`config.mk`:
```
export PLATFORM = sky130hd
export DESIGN_NAME = tsb_test_status
export DESIGN_NICKNAME = d
export VERILOG_FILES = /design/src/shared/tsb_pkg.sv /design/src/verilog/tsb_test_status.sv
export SDC_FILE = /design/constraint.sdc
export NUM_CORES = 1
export LEC_CHECK = 0
export BUFFER_PORTS_ARGS = -buffer_cell sky130_fd_sc_hd__buf_2
export CORE_MARGIN = 3
export CORE_UTILIZATION = 45
export CTS_CLUSTER_SIZE = 16
export DETAILED_ROUTE_END_ITERATION = 12
export PLACE_DENSITY = 0.59
export SLEW_MARGIN = 20
export SYNTH_ARGS = -nofsm -noshare
export SYNTH_HDL_FRONTEND = slang
export SYNTH_SLANG_ARGS = --single-unit
```
`constraint.sdc`:
```
create_clock -name core_clk -period 3 [get_ports core_clk]
set_input_delay 0.15 -clock core_clk [delete_from_list [all_inputs] [get_ports core_clk]]
set_output_delay 0.15 -clock core_clk [all_outputs]
set_load 0.005 [all_outputs]
```
`src/shared/tsb_pkg.sv`:
```
// package for the test status and retirement timeout block
package tsb_pkg;

  // one billion cycles without retirement raises a timeout
  localparam int unsigned TIMEOUT_CYCLES = 1_000_000_000;
  // width of the timeout announcement pulse in core clock cycles
  localparam int unsigned PULSE_CYCLES   = 256;
  localparam int          CNT_W          = 30;
  localparam int          PULSE_W        = 9;
  localparam logic        STATUS_RST     = 1'b0;

  // self-test result handed in by the cache test engine
  typedef struct packed {
    logic start;
    logic done;
    logic pass;
  } tsb_bist_type;

  typedef enum logic [1:0] {
    TSB_IDLE,
    TSB_RUN,
    TSB_FAIL
  } tsb_state_type;

endpackage

```
`src/verilog/tsb_test_status.sv`:
```
// test status pin driver: self-test result and retirement timeout pulse
// Contract
// - status low while system reset held
// - status high when cache self-test starts
// - passing self-test returns status low
// - failing self-test keeps status high
// - timeout after one billion idle cycles
// - reset held until supply good; then self-test
`timescale 1ns/100ps
module tsb_test_status #(
  parameter int unsigned TIMEOUT_LIMIT = tsb_pkg::TIMEOUT_CYCLES
) (
  // clock and reset
  input  wire logic              core_clk,
  input  wire logic              rst,
  // supply good pin, asynchronous
  input  wire logic              supply_good_in,
  // core events, same clock
  input  wire tsb_pkg::tsb_bist_type bist,
  input  wire logic              retire,
  // open-drain status pin, internal timeout reset and sequence start pulse
  output logic                   test_status_out,
  output logic                   test_status_oe,
  output logic                   timeout_reset,
  output logic                   seq_start
);
  import tsb_pkg::*;

  // refuse a limit the counter cannot reach; a limit of 1 would fire
  // on every idle cycle and leave no span for a retire to land in
  if (TIMEOUT_LIMIT < 2 ||
      TIMEOUT_LIMIT > (2**CNT_W - 1)) begin : g_bad_limit
    $error("TIMEOUT_LIMIT out of range");
  end

  localparam logic [CNT_W-1:0]   LIMIT_M1 = CNT_W'(TIMEOUT_LIMIT - 1);
  localparam logic [PULSE_W-1:0] PULSE_N  = PULSE_W'(PULSE_CYCLES);

  // two-flop synchroniser for the supply good pin; only the second
  // flop feeds logic, the first may still be settling
  logic sg_meta_q, sg_sync_q, sg_seen_q;
  logic sg_seen_d, seq_start_d;
  tsb_state_type     state_q, state_d;
  logic [CNT_W-1:0]   idle_q, idle_d;
  logic [PULSE_W-1:0] pulse_q, pulse_d;
  logic               tmo_q, tmo_d;
  logic               stat_q, stat_d;
  // enable is registered too, so the pin never glitches on a release
  logic               oe_q, oe_d;
  logic               start_q;

  // sequence starts once after reset release with supply good seen
  // a supply glitch after that is ignored until the next reset
  always_comb begin
    sg_seen_d   = sg_seen_q | sg_sync_q;
    seq_start_d = sg_sync_q & ~sg_seen_q;
  end

  // self-test state; a start during any state restarts the test
  // done and pass mean nothing outside a running test
  always_comb begin
    state_d = state_q;
    case (state_q)
      TSB_IDLE: if (bist.start) state_d = TSB_RUN;
      TSB_RUN: begin
        // a start in the same cycle wins and the done is dropped
        if (!bist.start && bist.done) begin
          state_d = bist.pass ? TSB_IDLE : TSB_FAIL;
        end
      end
      TSB_FAIL: if (bist.start) state_d = TSB_RUN;
      default:  state_d = TSB_IDLE;
    endcase
  end

  // idle counter; a retire in the timeout cycle still clears it
  always_comb begin
    tmo_d  = 1'b0;
    idle_d = idle_q + 1'b1;
    if (retire) begin
      idle_d = '0;
    end else if (idle_q == LIMIT_M1) begin
      idle_d = '0;
      tmo_d  = 1'b1;
    end
  end

  // pulse counter; a new timeout mid-pulse restarts the full width
  // so the tester always sees one whole announcement at the end
  always_comb begin
    pulse_d = pulse_q;
    if (tmo_q) begin
      pulse_d = PULSE_N;
    end else if (pulse_q != '0) begin
      pulse_d = pulse_q - 1'b1;
    end
  end

  // status: high while testing, after failure, or during the pulse
  always_comb begin
    stat_d = (state_d != TSB_IDLE) | (pulse_d != '0);
    // open drain: pull low while status is low, let go for a high
    oe_d   = ~stat_d;
  end

  // every state register but the check helpers; reset forces the pin low and driven
  always_ff @(posedge core_clk or posedge rst) begin
    if (rst) begin
      sg_meta_q <= 1'b0;
      sg_sync_q <= 1'b0;
      sg_seen_q <= 1'b0;
      start_q   <= 1'b0;
      state_q   <= TSB_IDLE;
      idle_q    <= '0;
      pulse_q   <= '0;
      tmo_q     <= 1'b0;
      stat_q    <= STATUS_RST;
      oe_q      <= ~STATUS_RST;
    end else begin
      sg_meta_q <= supply_good_in;
      sg_sync_q <= sg_meta_q;
      sg_seen_q <= sg_seen_d;
      start_q   <= seq_start_d;
      state_q   <= state_d;
      idle_q    <= idle_d;
      pulse_q   <= pulse_d;
      tmo_q     <= tmo_d;
      stat_q    <= stat_d;
      oe_q      <= oe_d;
    end
  end

  // level is only driven while low; the board pull-up makes the high,
  // so a tester sampling right after a release may see a slow edge
  assign test_status_out = stat_q;
  assign test_status_oe  = oe_q;
  assign timeout_reset   = tmo_q;
  assign seq_start       = start_q;

  // helper counters for the pulse checks: the high run seen while idle,
  // and the age of the newest pulse; a fresh timeout restarts both,
  // since a timeout inside a pulse legally stretches the high time
  localparam logic [PULSE_W:0] AGE_END = (PULSE_W+1)'(PULSE_CYCLES + 1);
  logic [PULSE_W:0] hi_run_q, hi_run_d;
  logic [PULSE_W:0] age_q, age_d;

  always_comb begin
    hi_run_d = '0;
    age_d    = '0;
    if (tmo_q) begin
      age_d = (PULSE_W+1)'(1);
    end else if (age_q != '0 && age_q != AGE_END) begin
      age_d = age_q + 1'b1;
    end
    if (!tmo_q && stat_q && state_q == TSB_IDLE) begin
      hi_run_d = hi_run_q + 1'b1;
    end
  end

  // helper registers, cleared with the block
  always_ff @(posedge core_clk or posedge rst) begin
    if (rst) begin
      hi_run_q <= '0;
      age_q    <= '0;
    end else begin
      hi_run_q <= hi_run_d;
      age_q    <= age_d;
    end
  end

  // pin contract checks; all but retire_clear_a and pulse_width_a, which watch the internal idle and high-run counts, watch what the block drives
  status_reset_low_a: assert property (@(posedge core_clk)
    rst |=> !test_status_out) else $error("status not low in reset");
  bist_start_high_a: assert property (@(posedge core_clk) disable iff (rst)
    bist.start |=> test_status_out) else $error("no high at start");
  bist_pass_low_a: assert property (@(posedge core_clk) disable iff (rst)
    (state_q == TSB_RUN && bist.done && bist.pass && !bist.start
     && pulse_d == '0) |=> !test_status_out)
    else $error("status not low after pass");
  bist_fail_high_a: assert property (@(posedge core_clk) disable iff (rst)
    (state_q == TSB_RUN && bist.done && !bist.pass) |=>
    test_status_out [*2]) else $error("fail not held");
  timeout_fire_a: assert property (@(posedge core_clk) disable iff (rst)
    (idle_q == LIMIT_M1 && !retire) |=> timeout_reset)
    else $error("timeout missed");
  pulse_width_a: assert property (@(posedge core_clk) disable iff (rst)
    hi_run_q <= (PULSE_W+1)'(PULSE_CYCLES))
    else $error("pulse too long");
  pulse_start_a: assert property (@(posedge core_clk) disable iff (rst)
    timeout_reset |=> test_status_out) else $error("no pulse");
  seq_once_a: assert property (@(posedge core_clk) disable iff (rst)
    seq_start |=> !seq_start) else $error("start repeated");
  retire_clear_a: assert property (@(posedge core_clk) disable iff (rst)
    retire |=> idle_q == '0) else $error("count not cleared");

  // count, pulse and drive checks
  count_step_a: assert property (@(posedge core_clk) disable iff (rst)
    (!retire && idle_q != LIMIT_M1) |=> idle_q == $past(idle_q) + 1'b1)
    else $error("idle count stalled");
  timeout_once_a: assert property (@(posedge core_clk) disable iff (rst)
    timeout_reset |=> !timeout_reset) else $error("timeout repeated");
  pulse_hold_a: assert property (@(posedge core_clk) disable iff (rst)
    (age_q != '0 && age_q != AGE_END) |-> test_status_out)
    else $error("pulse dropped early");
  pulse_end_a: assert property (@(posedge core_clk) disable iff (rst)
    (age_q == AGE_END && state_q == TSB_IDLE) |-> !test_status_out)
    else $error("pulse held too long");
  fail_hold_a: assert property (@(posedge core_clk) disable iff (rst)
    (state_q == TSB_FAIL && !bist.start) |=> test_status_out)
    else $error("fail dropped");
  reset_drive_a: assert property (@(posedge core_clk)
    rst |=> test_status_oe) else $error("pin not driven in reset");

  // main scenarios: pass, fail, timeout and the reset sequence start
  bist_pass_c: cover property (@(posedge core_clk) disable iff (rst)
    state_q == TSB_RUN && bist.done && bist.pass);
  bist_fail_c: cover property (@(posedge core_clk) disable iff (rst)
    state_q == TSB_FAIL);
  timeout_c: cover property (@(posedge core_clk) disable iff (rst)
    timeout_reset);
  seq_start_c: cover property (@(posedge core_clk) disable iff (rst)
    seq_start);
endmodule

```
==> results of run 1 <==
==> through the flow <==
stage / cell area (sq um) / utilization [%] / std cells
3_3_place_gp: 2510 / 50.7 / 315
2_1_floorplan: 2410 / - / 244
4_1_cts: 2630 / 53.3 / 324
3_5_place_dp: 2510 / 50.7 / 315
5_1_grt: 2630 / 53.3 / 324
6_report: 2630 / 53.3 / 324
==> synth_stat cells (3+ instances only) <==
library cell	number
nor2_1	45
nor4_1	5
inv_1	12
nand2_1	11
clkbuf_1	4
dfrtp_1	47
nor2b_1	3
mux2i_1	3
or4_1	5
or3_1	3
nor3_1	6
xor2_1	12
nand3_1	14
a21oi_1	5
nand2b_1	4
nand4_1	10
xnor2_1	17
and3_1	3
and4_1	6
==> per-layer routing <==
metal | routed length, um | part of all wire, % | up-vias
met3 | 139 | 3.1 | 11
met5 | 0 | 0 | -
met4 | 89 | 2.0 | 0
met1 | 2280 | 51 | 851
met2 | 1950 | 44 | 31
li1 | - | - | 870
==> power by group <==
group	total, mW	switching, mW	internal [mW]
sequential	0.775	0.0656	0.710
combinational	0.287	0.164	0.123
clock	0.480	0.229	0.251
total	1.54	0.458	1.08
==> worst max-delay path by stage <==
stage | start | to | slack (ps) | depth (start not counted)
floorplan | idle_q[18] | idle_q[26] | 830 | 7
global placement | idle_q[18] | idle_q[4] | 650 | 6
detailed placement | idle_q[18] | idle_q[4] | 660 | 6
CTS | idle_q[18] | idle_q[4] | 640 | 6
global route | pulse_q[0] | test_status_out | 430 | 7
finish | idle_q[18] | idle_q[4] | 640 | 6
==> layout make-up <==
type / instances / share of cell area [%]
Clock buffer: 5 / 2.61
Clock inverter: 3 / 1.76
Inverter: 12 / 1.76
Multi-Input combinational cell: 176 / 42.2
Sequential cell: 48 / 45.7
Tap cell: 67 / 3.18
Timing Repair Buffer: 13 / 2.85
==> timing repair <==
| item | 4_1_cts | 5_1_grt |
|---|---|---|
| hold buffers | 1 | 0 |
| hold endpoints to repair | 1 | 0 |
| endpoints found under the setup margin | 0 | 0 |
==> logic make-up (layout without fill, tap and decap cells) <==
kind of cell             after synthesis  after routing  synth area share [%]
multiplexers                           3              3                  1.25
AND/OR/NAND/NOR                      127            127                  28.6
XOR/XNOR                              29             29                  10.6
adder cells (fa/ha/maj)                2              2                  1.04
buffers and inverters                 20             33                  3.85
AO/OA/AOI/OAI                         15             15                  4.73
flip-flops                            48             48                  50.0
==> flow_summary_export.csv, run 1 <==
group,metric,value,unit
layout,top_regs,"idle_q: 30 flops, pulse_q: 9 flops, state_q: 2 flops",
global_route,grt_util_met2,25.4,%
status,status,"finished with violations",
global_route,grt_max_degree,49,
clock_network,clockRootBuffer,"clkbuf_8",
sta,setup_viol,0,
floorplanning,die_area,6260,sq um
floorplanning,io_pins,11,
detailed_routing,drc,0,
yosys,syn_inst,244,
global_route,gr-usage-all-layers,16.2,%
pwr,finalPower,1.54,mW
layout,top_register,"idle_q",
detailed_routing,avgRoutedWirePerCell,13.8,um
detailed_routing,drt-vias-per-instance,5.44,
critical_path,r2r_cells,6,
sta,skew,4.67,ps
critical_path,critPathTopFamily,"simple AND/OR/NAND/NOR gates",
clock_network,cts_buffer_depth,2,
critical_path,slowest_stage,"or4_1",
yosys,synth_seq_cells,48,
layout,final_cell_mix,"dfrtp_1 (47), nor2_1 (45), xnor2_1 (17)",
floorplanning,die_h,79.1,um
critical_path,startpoint_type,"flip-flop",
clock_network,post_cts_buffers,0,
global_route,grt_most_used_layer,"met2",
critical_path,worst-path-buf-inv,1,
yosys,yosys_warnings,0,
sta,worst_pin_slew,812,ps
sta,fin_ws,638,ps
sta,final-hold-violation-count,47,
critical_path,r2r_slack,640,ps
sta,fmax,423,MHz
sta,slew_headroom,45.8,%
yosys,syn_avg_cell_area,9.86,sq um
status,violations,"negative hold slack",
global_route,grt_first_pass_wirelength,7960,um
critical_path,timing.rr.end,"idle_q[4]",
layout,fill_cells,487,
yosys,netlist_area,2410,sq um
clock_network,cts_sinks,48,
global_route,grt_pass1_vias,1701,
clock_network,htreeDepth,2,
yosys,yosysTopAreaCell,"dfrtp_1",
sta,hold_ws,-44.0,ps
yosys,async_flop_share,100,%
yosys,yosysTopAreaCellShare,48.9,%
global_route,overflow,0,
clock_network,cts_tree,"done",
pwr,total_leakage_power,1.10,nW
layout,seq_area,1200,sq um
placement,place_hpwl,3040,um
layout,area_delta_synth_final,9.46,%
sta,final.min_clock_period,2360,ps
layout,n_antenna_cell,0,
layout,final_nets,265,
critical_path,cp-end-kind,"flip-flop",
detailed_routing,ant_nets,0,
sta,maxSlewViolCount,0,
sta,rsz0062_at_grt,"no",
clock_network,clk_latency,310,ps
critical_path,crit_fanout,19,
pwr,powerDensity,586,nW/um^2
layout,multiInputGateArea,1110,sq um
detailed_routing,wl,4460,um
yosys,synth-edff-count,0,
clock_network,cts_buffers,5,
detailed_routing,num_vias,1763,
critical_path,critPathKind,"reg -> reg",
detailed_routing,drt_iter0_drc,104,
clock_network,clkTransAtPathRegs,90,ps
global_route,grt_util_met1,21.9,%
pwr,peakVddDrop,0.000296,V
critical_path,worstPathRequired,3200,ps
global_route,grt_util_met3,3.40,%
yosys,syn_nets,253,
layout,drive_above_1_share,10.9,%
placement,dp_slack,658,ps
placement,port_buffers,10,
worst_hold_path,min_path_type,"in -> async",
critical_path,path_cells,"nand4bb_1 > or4_1 > or4_4 > o31ai_4 > buf_4 > nor2_1",
global_route,antenna_found_initial,0,
yosys,ys_seq_area_share,50.0,%
detailed_routing,firstDrtPassIters,4,
layout,largest_reg_flops,30,
yosys,synth_area_leaders,"dfrtp_1 (49%), nor2_1 (7.0%), xnor2_1 (6.2%)",
critical_path,cp_slowest_stage_delay,500,ps
placement,gp_congestion,0.853,
yosys,synth_cell_type_count,42,
floorplanning,core,4940,sq um
yosys,synth_flop_cell,"dfrtp_1",
floorplanning,die_w,79.1,um
floorplanning,row_count,25,
sta,fin_setup_tns,0,ps
clock_network,cts.repair.resized,0,
job,cap_violations,0,
critical_path,r2r-start,"idle_q[18]",
floorplanning,start_util,48.7,%
layout,final_common_cell,"dfrtp_1",
sta,fin_crit_sh,78.7,%
critical_path,crit_arrival,2560,ps
(Power assumes the default switching activity.)
==> inputs of run 2 (changes only) <==
--- a/config.mk
+++ b/config.mk
@@ -10,7 +10,7 @@
 export CORE_UTILIZATION = 45
 export CTS_CLUSTER_SIZE = 16
 export DETAILED_ROUTE_END_ITERATION = 12
-export PLACE_DENSITY = 0.59
+export PLACE_DENSITY = 0.62
 export SLEW_MARGIN = 20
 export SYNTH_ARGS = -nofsm -noshare
 export SYNTH_HDL_FRONTEND = slang
==> constraint.sdc (replaced) <==
create_clock -name core_clk -period 2.1 [get_ports core_clk]
set_input_delay 0.105 -clock core_clk [delete_from_list [all_inputs] [get_ports core_clk]]
set_output_delay 0.105 -clock core_clk [all_outputs]
set_load 0.005 [all_outputs]
==> flow_summary_export.csv, run 2 (synthesis results as in run 1) <==
group,metric,value,unit
status,status,"finished with violations",
status,violations,"negative setup slack",
detailed_routing,wl,5320,um
sta,final-hold-violation-count,0,
layout,final_nets,310,
floorplanning,io_pins,11,
placement,placed_area,2710,sq um
layout,final_common_cell,"dfrtp_1",
clock_network,clockRootBuffer,"clkbuf_8",
detailed_routing,firstDrtPassIters,4,
clock_network,clkTransAtPathRegs,80,ps
sta,hold_ws,14.4,ps
sta,rsz0062_at_grt,"yes",
critical_path,cp_slowest_stage_delay,460,ps
critical_path,critPathKind,"reg -> reg",
detailed_routing,num_vias,1930,
global_route,grt_max_degree,19,
worst_hold_path,min_path_type,"in -> reg",
detailed_routing,ant_nets,0,
sta,fin_ws,-23.9,ps
layout,postLayoutCellArea,3080,sq um
clock_network,cts_buffers,5,
critical_path,slowest_stage,"or4_1",
detailed_routing,drt-vias-per-instance,5.23,
detailed_routing,avgRoutedWirePerCell,14.4,um
critical_path,startpoint_type,"flip-flop",
critical_path,crit_path_frequent_cell,"buf_6",
placement,gp_congestion,0.813,
layout,n_antenna_cell,0,
layout,final_cell_mix,"dfrtp_1 (47), buf_4 (41), nor2_1 (40)",
clock_network,cts_sinks,48,
sta,skew,4.02,ps
floorplanning,die_area,6260,sq um
critical_path,cp-end-kind,"flip-flop",
critical_path,path_cells,"nand4bb_1 > or4_1 > or4_4 > o31ai_4 > buf_6 > buf_6 > nor2_2",
layout,seq_area,1200,sq um
pwr,peakVddDrop,0.000472,V
global_route,antenna_found_initial,0,
critical_path,crit_fanout,5,
placement,dp_slack,-107,ps
layout,area_delta_synth_final,27.9,%
global_route,overflow,0,
global_route,grt_first_pass_wirelength,9230,um
sta,fmax,471,MHz
placement,port_buffers,10,
floorplanning,start_util,48.7,%
floorplanning,core,4940,sq um
layout,multiInputGateArea,1210,sq um
global_route,grt_pass1_vias,1900,
sta,worst_pin_slew,336,ps
detailed_routing,drt_iter0_drc,138,
placement,place_hpwl,3650,um
layout,drive_above_1_share,28.5,%
pwr,powerDensity,872,nW/um^2
floorplanning,die_h,79.1,um
floorplanning,die_w,79.1,um
critical_path,worstPathRequired,2290,ps
job,cap_violations,0,
sta,fin_setup_tns,-245,ps
pwr,finalPower,2.68,mW
sta,slew_headroom,77.3,%
layout,top_regs,"idle_q: 30 flops, pulse_q: 9 flops, state_q: 2 flops",
layout,largest_reg_flops,30,
clock_network,htreeDepth,2,
global_route,gr-usage-all-layers,18.9,%
pwr,total_leakage_power,1.34,nW
critical_path,crit_arrival,2320,ps
detailed_routing,drc,0,
layout,fill_cells,430,
sta,setup_viol,20,
sta,final.min_clock_period,2120,ps
sta,fin_crit_sh,101,%
sta,maxSlewViolCount,0,
layout,top_register,"idle_q",
critical_path,r2r_slack,-20,ps
clock_network,cts_tree,"done",
floorplanning,row_count,25,
clock_network,clk_latency,300,ps
clock_network,cts_buffer_depth,2,
## run 2: timing repair
item,4_1_cts,5_1_grt
setup buffers,12,4
gates resized for setup,9,20
endpoints found under the setup margin,28,33
hold buffers,3,0
gates cloned,0,1
endpoints found under the hold margin,14,0
pin swaps,5,4
## run 2: final timing paths
path,from,endpoint,depth (start not counted)
setup reg to reg,idle_q[21],idle_q[11],7
hold / removal,retire,idle_q[6],2
hold reg to reg,sg_meta_q,sg_sync_q,0
max in group asynchronous,rst,test_status_oe,4
min in group asynchronous,rst,idle_q[20],3
setup / recovery,idle_q[21],idle_q[11],7
## run 2: area by class of cell
class	instances	area share [%]
clock inverter	1	0.976
timing repair buffer	58	14.1
multi-input combinational	176	39.2
sequential	48	39.1
clock buffer	7	2.48
inverter	12	1.46
tap	67	2.72
## run 2: metrics by stage
| stage | utilization (%) | instances |
|---|---|---|
| 2_1_floorplan | - | 244 |
| 3_3_place_gp | 54.8 | 342 |
| 3_5_place_dp | 54.8 | 342 |
| 4_1_cts | 60.3 | 365 |
| 5_1_grt | 62.3 | 369 |
| 6_report | 62.3 | 369 |
## run 2: metal layers
metal	vias up	global-route usage, %	part of all wire, %
li1	962	-	-
met2	33	28.7	48
met3	6	3.51	3.3
met1	929	26.9	48
met4	0	7.04	0.77
met5	-	0	0
## run 2: critical path: cells and delay by family, from the launching register on
family	cells	cell delay (ps)
simple gates	4	1120
flops	1	390
buf+inv	2	270
compound gates	1	240
## run 2: where the power goes
group / leakage (nW) / switching (mW) / total, mW / internal [mW]
Combinational: 0.654 / 0.446 / 0.955 / 0.509
Sequential: 0.631 / 0.0630 / 1.08 / 1.01
Clock: 0.0524 / 0.295 / 0.651 / 0.356
Total: 1.34 / 0.804 / 2.68 / 1.88
